**src/ssc_pkg.sv**
```systemverilog
package ssc_pkg;
  // Clock rate
  localparam int CLK_FREQ_MHZ = 100;
  localparam int CLK_PERIOD_NS = 10;
  // Oscillator stabilization, in master clock cycles
  localparam int STABILIZE_CYCLES = 512;
  localparam logic [9:0] STABILIZE_COUNT = 10'h200;
  // Power-up time, in microseconds (typical / maximum)
  localparam int POWER_ON_TYP_US = 40;
  localparam int POWER_ON_MAX_US = 200;
  // Power-on delay before stabilization: typical minus stabilization time
  localparam int POWER_ON_DELAY_CYCLES = POWER_ON_TYP_US * CLK_FREQ_MHZ - STABILIZE_CYCLES;
  // Shutdown delay, in microseconds
  localparam int SHUTDOWN_DELAY_US = 7;
  localparam int SHUTDOWN_DELAY_CYCLES = SHUTDOWN_DELAY_US * CLK_FREQ_MHZ;
  // Nonvolatile write time, in milliseconds (min / max)
  localparam int NVM_WRITE_MIN_MS = 10;
  localparam int NVM_WRITE_MAX_MS = 20;
  localparam int NVM_WRITE_CYCLES = NVM_WRITE_MIN_MS * 1000 * CLK_FREQ_MHZ;
  // Serial port fast-mode clock limit
  localparam int SERIAL_CLOCK_MAX_KHZ = 400;
  // Prescaler exponent saturation
  localparam logic [3:0] PRESCALE_MAX = 4'h8;
  // Dither rate divider exponents (1024, 2048, 4096)
  localparam logic [3:0] DITHER_SHIFT_BASE = 4'hA;
  // Counter widths
  localparam int DELAY_WIDTH = 24;
  localparam int DITHER_WIDTH = 13;
  // Reset values
  localparam logic [DELAY_WIDTH-1:0] DELAY_RESET = 24'h000000;
  localparam logic [8:0] DIVIDE_RESET = 9'h000;

  typedef enum logic [1:0] {
    SSC_POWER_ON = 2'b00,
    SSC_STABILIZE = 2'b01,
    SSC_RUN = 2'b11,
    SSC_SHUTDOWN = 2'b10
  } ssc_state_type;
endpackage

```
**src/ssc_divider.sv**
```systemverilog
`timescale 1ns/1ps
module ssc_divider
  import ssc_pkg::*;
(
  // Clock and reset
  input wire logic clk,
  input wire logic rst_n,
  // Control
  input wire logic run,
  input wire logic [3:0] prescale,
  // Output
  output logic clkOut
);
  typedef struct packed {
    logic [8:0] count;
    logic [3:0] shift;
    logic out;
  } ssc_div_type;

  ssc_div_type state;
  ssc_div_type next_state;
  logic [3:0] satShift;
  logic [8:0] halfLimit;

  always_comb
  begin
    next_state = state;
    satShift = (prescale > PRESCALE_MAX) ? PRESCALE_MAX : prescale;
    halfLimit = 9'((9'h001 << state.shift) >> 1);
    if (!run)
    begin
      next_state.count = DIVIDE_RESET;
      next_state.out = 1'b0;
      next_state.shift = satShift;
    end
    else if (state.shift == 4'h0)
    begin
      next_state.out = ~state.out;
      next_state.shift = satShift;
    end
    else if (state.count + 9'h001 >= halfLimit)
    begin
      // New setting taken only at a half-period edge, so at most one odd period
      next_state.count = DIVIDE_RESET;
      next_state.out = ~state.out;
      next_state.shift = satShift;
    end
    else
    begin
      next_state.count = state.count + 9'h001;
    end
  end

  always_ff @(posedge clk or negedge rst_n)
  begin
    if (!rst_n)
    begin
      state <= '0;
    end
    else
    begin
      state <= next_state;
    end
  end

  assign clkOut = state.out;
endmodule

```
**src/ssc_output_control.sv**
```systemverilog
`timescale 1ns/1ps
module ssc_output_control
  import ssc_pkg::*;
(
  // Clock and reset
  input wire logic clk,
  input wire logic rst_n,
  // Control pins
  input wire logic spread_enable_pin,
  input wire logic output_enable_pin,
  input wire logic power_down_pin_n,
  // Settings from the serial register file
  input wire logic [3:0] prescale,
  input wire logic [1:0] ditherRate,
  input wire logic [1:0] ditherAmount,
  input wire logic outputEnableBit_n,
  input wire logic idle_drive_select,
  input wire logic eeprom_write_defer,
  // Serial bus events
  input wire logic busStop,
  input wire logic settingsWritten,
  input wire logic storeCommand,
  // Clock output pin
  output logic clkOut,
  output logic clkOutEn,
  // Status
  output logic oscRunning,
  output logic nvmBusy,
  output logic nvmCommit,
  // Dither offset to oscillator trim, signed
  output logic signed [7:0] ditherOffset
);
  typedef struct packed {
    logic [2:0] spreadSync;
    logic [2:0] enableSync;
    logic [2:0] wakeSync;
    logic spread;
    logic enable;
    logic wake;
    ssc_state_type fsm;
    logic oscRun;
    logic [DELAY_WIDTH-1:0] delay;
    logic [DITHER_WIDTH-1:0] ditherCount;
    logic ditherDown;
    logic signed [7:0] ditherLevel;
    logic pending;
    logic [DELAY_WIDTH-1:0] nvmCount;
    logic nvmBusy;
    logic nvmCommit;
    logic outEn;
    logic outVal;
  } ssc_ctl_type;

  ssc_ctl_type state;
  ssc_ctl_type next_state;
  logic divRun;
  logic divClk;
  logic signed [7:0] ditherPeak;
  logic [DITHER_WIDTH-1:0] ditherStepLimit;
  logic ditherOn;
  logic driveWanted;

  ssc_divider divider (
    .clk(clk),
    .rst_n(rst_n),
    .run(divRun),
    .prescale(prescale),
    .clkOut(divClk)
  );

  assign divRun = (state.fsm == SSC_RUN) || (state.fsm == SSC_SHUTDOWN);

  //////////////////////////////////////////////////////////////////////////////

  always_comb
  begin
    next_state = state;
    ditherPeak = 8'sh00;
    ditherStepLimit = '0;
    // Three-stage synchronizers; change taken when stages two and three agree
    next_state.spreadSync = {state.spreadSync[1:0], spread_enable_pin};
    next_state.enableSync = {state.enableSync[1:0], output_enable_pin};
    next_state.wakeSync = {state.wakeSync[1:0], power_down_pin_n};
    if (state.spreadSync[2] == state.spreadSync[1])
    begin
      next_state.spread = state.spreadSync[2];
    end
    if (state.enableSync[2] == state.enableSync[1])
    begin
      next_state.enable = state.enableSync[2];
    end
    if (state.wakeSync[2] == state.wakeSync[1])
    begin
      next_state.wake = state.wakeSync[2];
    end

    // Power sequencing
    unique case (state.fsm)
      SSC_POWER_ON:
      begin
        next_state.delay = state.delay + 1'b1;
        if (state.delay >= DELAY_WIDTH'(POWER_ON_DELAY_CYCLES - 1))
        begin
          next_state.delay = DELAY_RESET;
          next_state.fsm = SSC_STABILIZE;
        end
      end
      SSC_STABILIZE:
      begin
        if (!state.wake)
        begin
          next_state.delay = DELAY_RESET;
        end
        else if (state.delay >= DELAY_WIDTH'(STABILIZE_COUNT - 10'h001))
        begin
          next_state.delay = DELAY_RESET;
          next_state.fsm = SSC_RUN;
        end
        else
        begin
          next_state.delay = state.delay + 1'b1;
        end
      end
      SSC_RUN:
      begin
        if (!state.wake)
        begin
          next_state.delay = DELAY_RESET;
          next_state.fsm = SSC_SHUTDOWN;
        end
      end
      SSC_SHUTDOWN:
      begin
        if (state.wake)
        begin
          next_state.fsm = SSC_RUN;
        end
        else if (state.delay >= DELAY_WIDTH'(SHUTDOWN_DELAY_CYCLES - 1))
        begin
          next_state.delay = DELAY_RESET;
          next_state.fsm = SSC_STABILIZE;
        end
        else
        begin
          next_state.delay = state.delay + 1'b1;
        end
      end
    endcase
    // Registered copy of the running state for the status pin
    next_state.oscRun = (next_state.fsm == SSC_RUN) || (next_state.fsm == SSC_SHUTDOWN);

    // Symmetric triangle dither, rate set by the dither-rate field
    ditherOn = state.spread && (ditherRate != 2'b00) && divRun;
    ditherPeak = 8'sh08 <<< ditherAmount;
    ditherStepLimit = DITHER_WIDTH'((13'h0001 << (DITHER_SHIFT_BASE + 4'(ditherRate) - 4'h1))
                      / (13'h0001 << 5));
    if (!ditherOn)
    begin
      next_state.ditherLevel = 8'sh00;
      next_state.ditherCount = '0;
      next_state.ditherDown = 1'b0;
    end
    else if (state.ditherCount + 1'b1 >= ditherStepLimit)
    begin
      next_state.ditherCount = '0;
      if (state.ditherDown)
      begin
        next_state.ditherLevel = state.ditherLevel - 8'sh01;
        if (state.ditherLevel - 8'sh01 <= -ditherPeak)
        begin
          next_state.ditherDown = 1'b0;
        end
      end
      else
      begin
        next_state.ditherLevel = state.ditherLevel + 8'sh01;
        if (state.ditherLevel + 8'sh01 >= ditherPeak)
        begin
          next_state.ditherDown = 1'b1;
        end
      end
    end
    else
    begin
      next_state.ditherCount = state.ditherCount + 1'b1;
    end

    // Nonvolatile commit after the bus stop or on a store command; new writes set over the clear
    if (settingsWritten && !eeprom_write_defer)
    begin
      next_state.pending = 1'b1;
    end
    next_state.nvmCommit = 1'b0;
    if (state.nvmBusy)
    begin
      if (state.nvmCount >= DELAY_WIDTH'(NVM_WRITE_CYCLES - 1))
      begin
        next_state.nvmBusy = 1'b0;
        next_state.nvmCount = DELAY_RESET;
      end
      else
      begin
        next_state.nvmCount = state.nvmCount + 1'b1;
      end
    end
    else if ((busStop && state.pending) || storeCommand)
    begin
      next_state.nvmBusy = 1'b1;
      next_state.nvmCommit = 1'b1;
      next_state.pending = settingsWritten && !eeprom_write_defer;
    end

    // Output drive: pin OR inverted bit, gated by power state
    driveWanted = (state.enable || !outputEnableBit_n) && (state.fsm == SSC_RUN);
    if (driveWanted)
    begin
      next_state.outEn = 1'b1;
      next_state.outVal = divClk;
    end
    else
    begin
      next_state.outEn = idle_drive_select;
      next_state.outVal = 1'b0;
    end
  end

  always_ff @(posedge clk or negedge rst_n)
  begin
    if (!rst_n)
    begin
      state <= '0;
    end
    else
    begin
      state <= next_state;
    end
  end

  assign clkOut = state.outVal;
  assign clkOutEn = state.outEn;
  assign oscRunning = state.oscRun;
  assign nvmBusy = state.nvmBusy;
  assign nvmCommit = state.nvmCommit;
  assign ditherOffset = state.ditherLevel;
endmodule

```
**config.mk**
```make
export PLATFORM = sky130hd
export DESIGN_NAME = ssc_output_control
export DESIGN_NICKNAME = d
export VERILOG_FILES = /design/src/ssc_pkg.sv /design/src/ssc_divider.sv /design/src/ssc_output_control.sv
export SDC_FILE = /design/constraint.sdc
export NUM_CORES = 1
export LEC_CHECK = 0
export BUFFER_PORTS_ARGS = -buffer_cell sky130_fd_sc_hd__buf_4
export CAP_MARGIN = 10
export CORE_MARGIN = 5
export CORE_UTILIZATION = 45
export CTS_CLUSTER_SIZE = 20
export DETAILED_ROUTE_END_ITERATION = 7
export SLEW_MARGIN = 0
export SYNTH_ARGS = -nofsm -noshare
export SYNTH_HDL_FRONTEND = slang
export SYNTH_HIERARCHICAL = 1
export SYNTH_SLANG_ARGS = --single-unit
```
**constraint.sdc**
```tcl
create_clock -name clk -period 3.75 [get_ports clk]
set_clock_uncertainty 0.15 [all_clocks]
set_input_delay 0.1875 -clock clk [delete_from_list [all_inputs] [get_ports clk]]
set_output_delay 0.1875 -clock clk [all_outputs]
set_load 0.02 [all_outputs]
```
* Yosys cells after proc, flatten, opt, wreduce, memory -nomap -nowiden
Index checks and enable logic that the tools add are counted.
** Cells by class
- Reduce and logical (&&, ||, !) cells :: 15
- Add/sub/neg operators :: 9
- Shifts and indexed selects :: 3
- Bitwise logic cells :: 1
- Mux-type cells :: 35
- $lt $le $gt $ge :: 9
- Div/mod/pow operators :: 0
- Equality and inequality tests :: 13
- Multipliers :: 0
** Operators with widths (count)
- 24-bit two-way mux :: 7
- 24-bit case mux with 4 select lines :: 1
- 24-bit by 1-bit adder with 24-bit output, second input constant :: 2
- 9-bit two-way mux :: 4
- 24-bit by 10-bit >= comparator with 1-bit output, second input constant :: 1
- 24-bit by 12-bit >= comparator with 1-bit output, second input constant :: 1
- 24-bit by 20-bit >= comparator with 1-bit output, second input constant :: 1
- 24-bit by 9-bit >= comparator with 1-bit output, second input constant :: 1
- 22-bit two-way mux :: 1
- 2-bit two-way mux :: 8
- 14-bit two-way mux :: 1
- 13-bit by 1-bit adder with 13-bit output, second input constant :: 1
- 13-bit by 8-bit >= comparator with 1-bit output :: 1
- 13-bit two-way mux :: 1
- 1-bit by 4-bit << shifter with 13-bit output, first input constant :: 1
- 5-bit two-way mux :: 2
- 9-bit by 1-bit adder with 9-bit output, second input constant :: 1
- 9-bit by 8-bit >= comparator with 1-bit output :: 1
- 1-bit by 4-bit << shifter with 9-bit output, first input constant :: 1
- 8-bit by 2-bit adder with 8-bit output, second input constant :: 1
- 2-bit equality test, second input constant :: 4
- 8-bit >= comparator :: 1
- 8-bit <= comparator :: 1
- 1-bit two-way mux :: 8
- other kinds (21) :: 33
** Storage, ports and cells
- ROM bits :: 0
- Bits of input ports :: 19
- RAM bits :: 0
- Word-level logic and storage cells :: 106
- Output and inout port bits :: 13
- Register bits :: 104
- Latch bits :: 0
- Memories :: 0

* Longest topological paths before layout
- Depth after elaboration :: 7
- Gate-level depth with buffers :: 11
- Gate-level depth less buffers :: 10

* Modules after synthesis
Netlist, hierarchy kept.
** By module, submodules not included
- ssc_output_control :: cells an instance 567, area each 5243.8 um2, instances 1, seq. area each 2252.2 um2
- ssc_divider :: cells an instance 101, area each 989.7 um2, instances 1, seq. area each 350.3 um2

* Worst setup path after synthesis
OpenSTA, ideal clock, no wires.
- Path type :: flip-flop to flip-flop
- Start point :: reg divider/state[7] (netlist bit)
- End point :: reg divider/state[4] (netlist bit)
- Path slack :: 1.016 ns
- Required time :: 3.475 ns
- Arrival :: 2.459 ns
- Setup time :: 0.125 ns
- Clock period less this slack :: 2.734 ns
- Path buffers :: 0
- Cell stages (with the launch flop) :: 11
- Path through :: dfrtp_1 -> and3_1 -> nand3_1 -> and2_1 -> or2_2 -> ha_1 -> nand4_1 -> nor2_1 -> a2111oi_4 -> nand3_4 -> mux2_2
** On the way
- Cells in the longest elaborated chain, start to end :: 3
** RTL lines
- from (decl) :: line ssc_divider.sv:20 : ssc_div_type state;
- from (signal assigned) :: line ssc_divider.sv:62 : state <= next_state;
- 9-bit by 1-bit adder with 9-bit output :: line ssc_divider.sv:41 : else if (state.count + 9'h001 >= halfLimit)
- 9-bit by 8-bit >= comparator with 1-bit output :: line ssc_divider.sv:41
- 3-bit by 1-bit inequality test with 1-bit output (no line)
Every way passes these cells.
A chain may end at the register's enable or synchronous reset.

* Worst setup path in the final report
Ends and elaborated chain as after synthesis.

==> flow_summary.ini <==
[power]
netSwitchingPower_w = 0.000526
p_per_area_mw_per_mm2 = 311
p_comb_share_pct = 4.8
peakVddDrop_mv = 0.315
pwr-share-seq_pct = 52.7
power.internal_w = 0.00165
netSwitchingFraction_pct = 24.2
power_frac_clock_pct = 42.5
fin_total_pwr_w = 0.00217
leakage_nw = 2.91

[clocking]
cts_resized = 0
htree_levels = 3
ctsHoldBuffers = 10
cts.clk_slew.worst_paths_ns = 0.07
cts_inserted_buffers = 9
cts_tree = built
cts_num_sinks = 104
cts_buffer_depth = 2
post_cts_buffers = 0
clk_latency_ns = 0.35
root_buffer = clkbuf_16

[global_route]
use_met2_pct = 28.0
first_global_vias = 4982
grt.total_usage_pct = 17.2
grt_max_degree = 59
grt_busiest_layer = met2
grt_use_met1_pct = 22.9
grt_pass1_wl_mm = 23.4
grt_antenna_before_repair = 0
grt-ovfl-total = 0
grt_util_met3_pct = 4.17

[timing]
period_needed_ns = 3.07
drv_slew = 0
fin_setup_tns_ns = 0
hold_viol = 0
clock.fmax_ghz = 0.325
slew_headroom_pct = 36.2
final.period_utilization_pct = 81.9
setup_viol = 0
rsz0062_at_grt = false
tightest_slew_ns = 0.953

[setup_path]
startpoint = divider/state[7]$_DFFE_PN0P_
worst_setup_path_end_kind = flop
critical_path.max_fanout = 8
critical_path_required_ns = 3.84
rr_worst_depth = 10
regToRegStartpoint = divider/state[7]$_DFFE_PN0P_
start_kind = flop
worst_ep_arrival_time_ns = 3.16
worstSetupPathType = reg -> reg
r2r_slack_ns = 0.68
r2r_end = divider/state[4]$_DFFE_PN0P_

[finish]
area_growth_pct = 12.1
num_antenna_cells = 0
final_cell_area_mm2 = 0.00699
drive_above_1_share_pct = 12.1
final_nets = 746
utilization_pct = 50.9
final_cell_mix = dfrtp_1, nand2_1, nor2_1, a21oi_1, o21ai_0
stdcell_count = 882
layout_commonest_cell = dfrtp_1

[floorplanning]
dieWidth_um = 128
io_pins = 32
dieHeight_um = 128
start_util_pct = 45.4
dieArea_mm2 = 0.0163
rows = 43
fp.coreArea_mm2 = 0.0137

[yosys]
async_reset_ff_share_pct = 100
ys.flop_type = dfrtp_1
syn_area_mm2 = 0.00623
ys_warn_count = 6
yosysSeqAreaShare_pct = 41.8
syn_area_per_cell_um2 = 9.33
synth_enable_flop_cells = 0
ys_seq_elements = 104
synth.distinct_cells = 74
netlist_instances = 668

[routing]
antenna_left = 0
route.detailed.drc = 0
vias_per_cell = 5.69
wl_per_cell_um = 15.2
dr.pass1.iters = 5
vias = 5017
routed_wl_mm = 13.4
drtIter0Drc = 569

[place]
detailed_place_hpwl_mm = 9.37
gp_congestion = 0.890
io_buffers = 31
place_inst = 856
placed_area_mm2 = 0.00660

[worst_hold_path]
hold_start = prescale[0]
min_path_type = in -> reg
hold_path_end = divider/state[1]$_DFFE_PN0P_
hold_depth = 3

[status]
status = completed

[job]
cap_violations = 0
[critical path, cell delays in order, from the launching register on]
cell	delay (ns)
dfrtp_1	0.44
and3_1	0.22
nand3_1	0.12
and2_1	0.19
or2_2	0.30
ha_1	0.21
a211oi_1	0.26
o211ai_1	0.15
o221ai_2	0.41
nand3_4	0.18
mux2_2	0.31
[area by class of cell]
class,instances,area [um^2]
fillers,1283,6730
inverters,26,97.6
repair buffers,49,393
flip-flops and latches,104,2600
well taps,180,225
clock inverters,7,62.6
multi-input cells,507,3380
clock buffers,9,225
[state kept, by name, indices dropped and copies added (netlist names)]
signal,cells
state,71
divider/clkOut,1
clkOut,1
nvmCommit,1
next_state,6
ditherOffset,8
nvmBusy,1
oscRunning,1
clkOutEn,1
divider/state,13
[logic make-up after synthesis]
| kind of cell | share of synthesized area, % |
|---|---|
| other | 0.120 |
| flip-flops | 41.8 |
| adder cells (fa/ha/maj) | 6.50 |
| AO/OA/AOI/OAI | 16.2 |
| AND/OR/NAND/NOR | 22.1 |
| XOR/XNOR | 6.32 |
| multiplexers | 2.69 |
| buffers and inverters | 4.30 |
[per-stage QoR]
step / hold slack [ns] / worst slack, ns
2_1_floorplan: -0.258 / 1.02
3_3_place_gp: 0.149 / 0.841
3_5_place_dp: 0.149 / 0.702
4_1_cts: 0.0233 / 0.675
5_1_grt: 0.0493 / 0.465
6_report: 0.0390 / 0.677
[power by group through the flow]
stage	logic, W	registers [W]	clock network (W)
2_1_floorplan	0.0000481	0.00116	0
3_3_place_gp	0.0000975	0.00117	0
3_5_place_dp	0.000100	0.00117	0
4_1_cts	0.000108	0.00114	0.000967
5_1_grt	0.000123	0.00115	0.00100
6_report	0.000105	0.00114	0.000923
[how the worst max path moves through the flow]
stage	endpoint	depth (start not counted)
global route	divider/state[4]$_DFFE_PN0P_	10
CTS	divider/state[4]$_DFFE_PN0P_	10
global placement	divider/clkOut$_DFFE_PN0P_	10
floorplan	divider/state[4]$_DFFE_PN0P_	10
detailed placement	divider/state[4]$_DFFE_PN0P_	10
finish	divider/state[4]$_DFFE_PN0P_	10
[routing by layer]
metal	vias to the layer above	routed length, um
met5	-	0
met4	0	167
met3	18	556
met2	118	6440
met1	2403	6210
li1	2478	-
[cell usage after synthesis (all sizes together) (10+ instances only)]
library cell | number | area share, %
o21ai | 43 | 3.5
a21oi | 45 | 3.7
nor2 | 44 | 2.6
mux2i | 10 | 1.6
buf | 12 | 1.3
nand3 | 32 | 2.9
clkbuf | 24 | 1.5
nand2 | 48 | 3.0
and3 | 12 | 1.2
ha | 30 | 6.0
xor2 | 12 | 1.7
nor2b | 13 | 1.3
nand4 | 17 | 1.8
dfrtp | 104 | 42
inv | 25 | 1.5
nand2b | 13 | 1.3
nor3 | 24 | 1.9
nor4 | 15 | 1.6
xnor2 | 33 | 4.6
(Power assumes the default switching activity.)
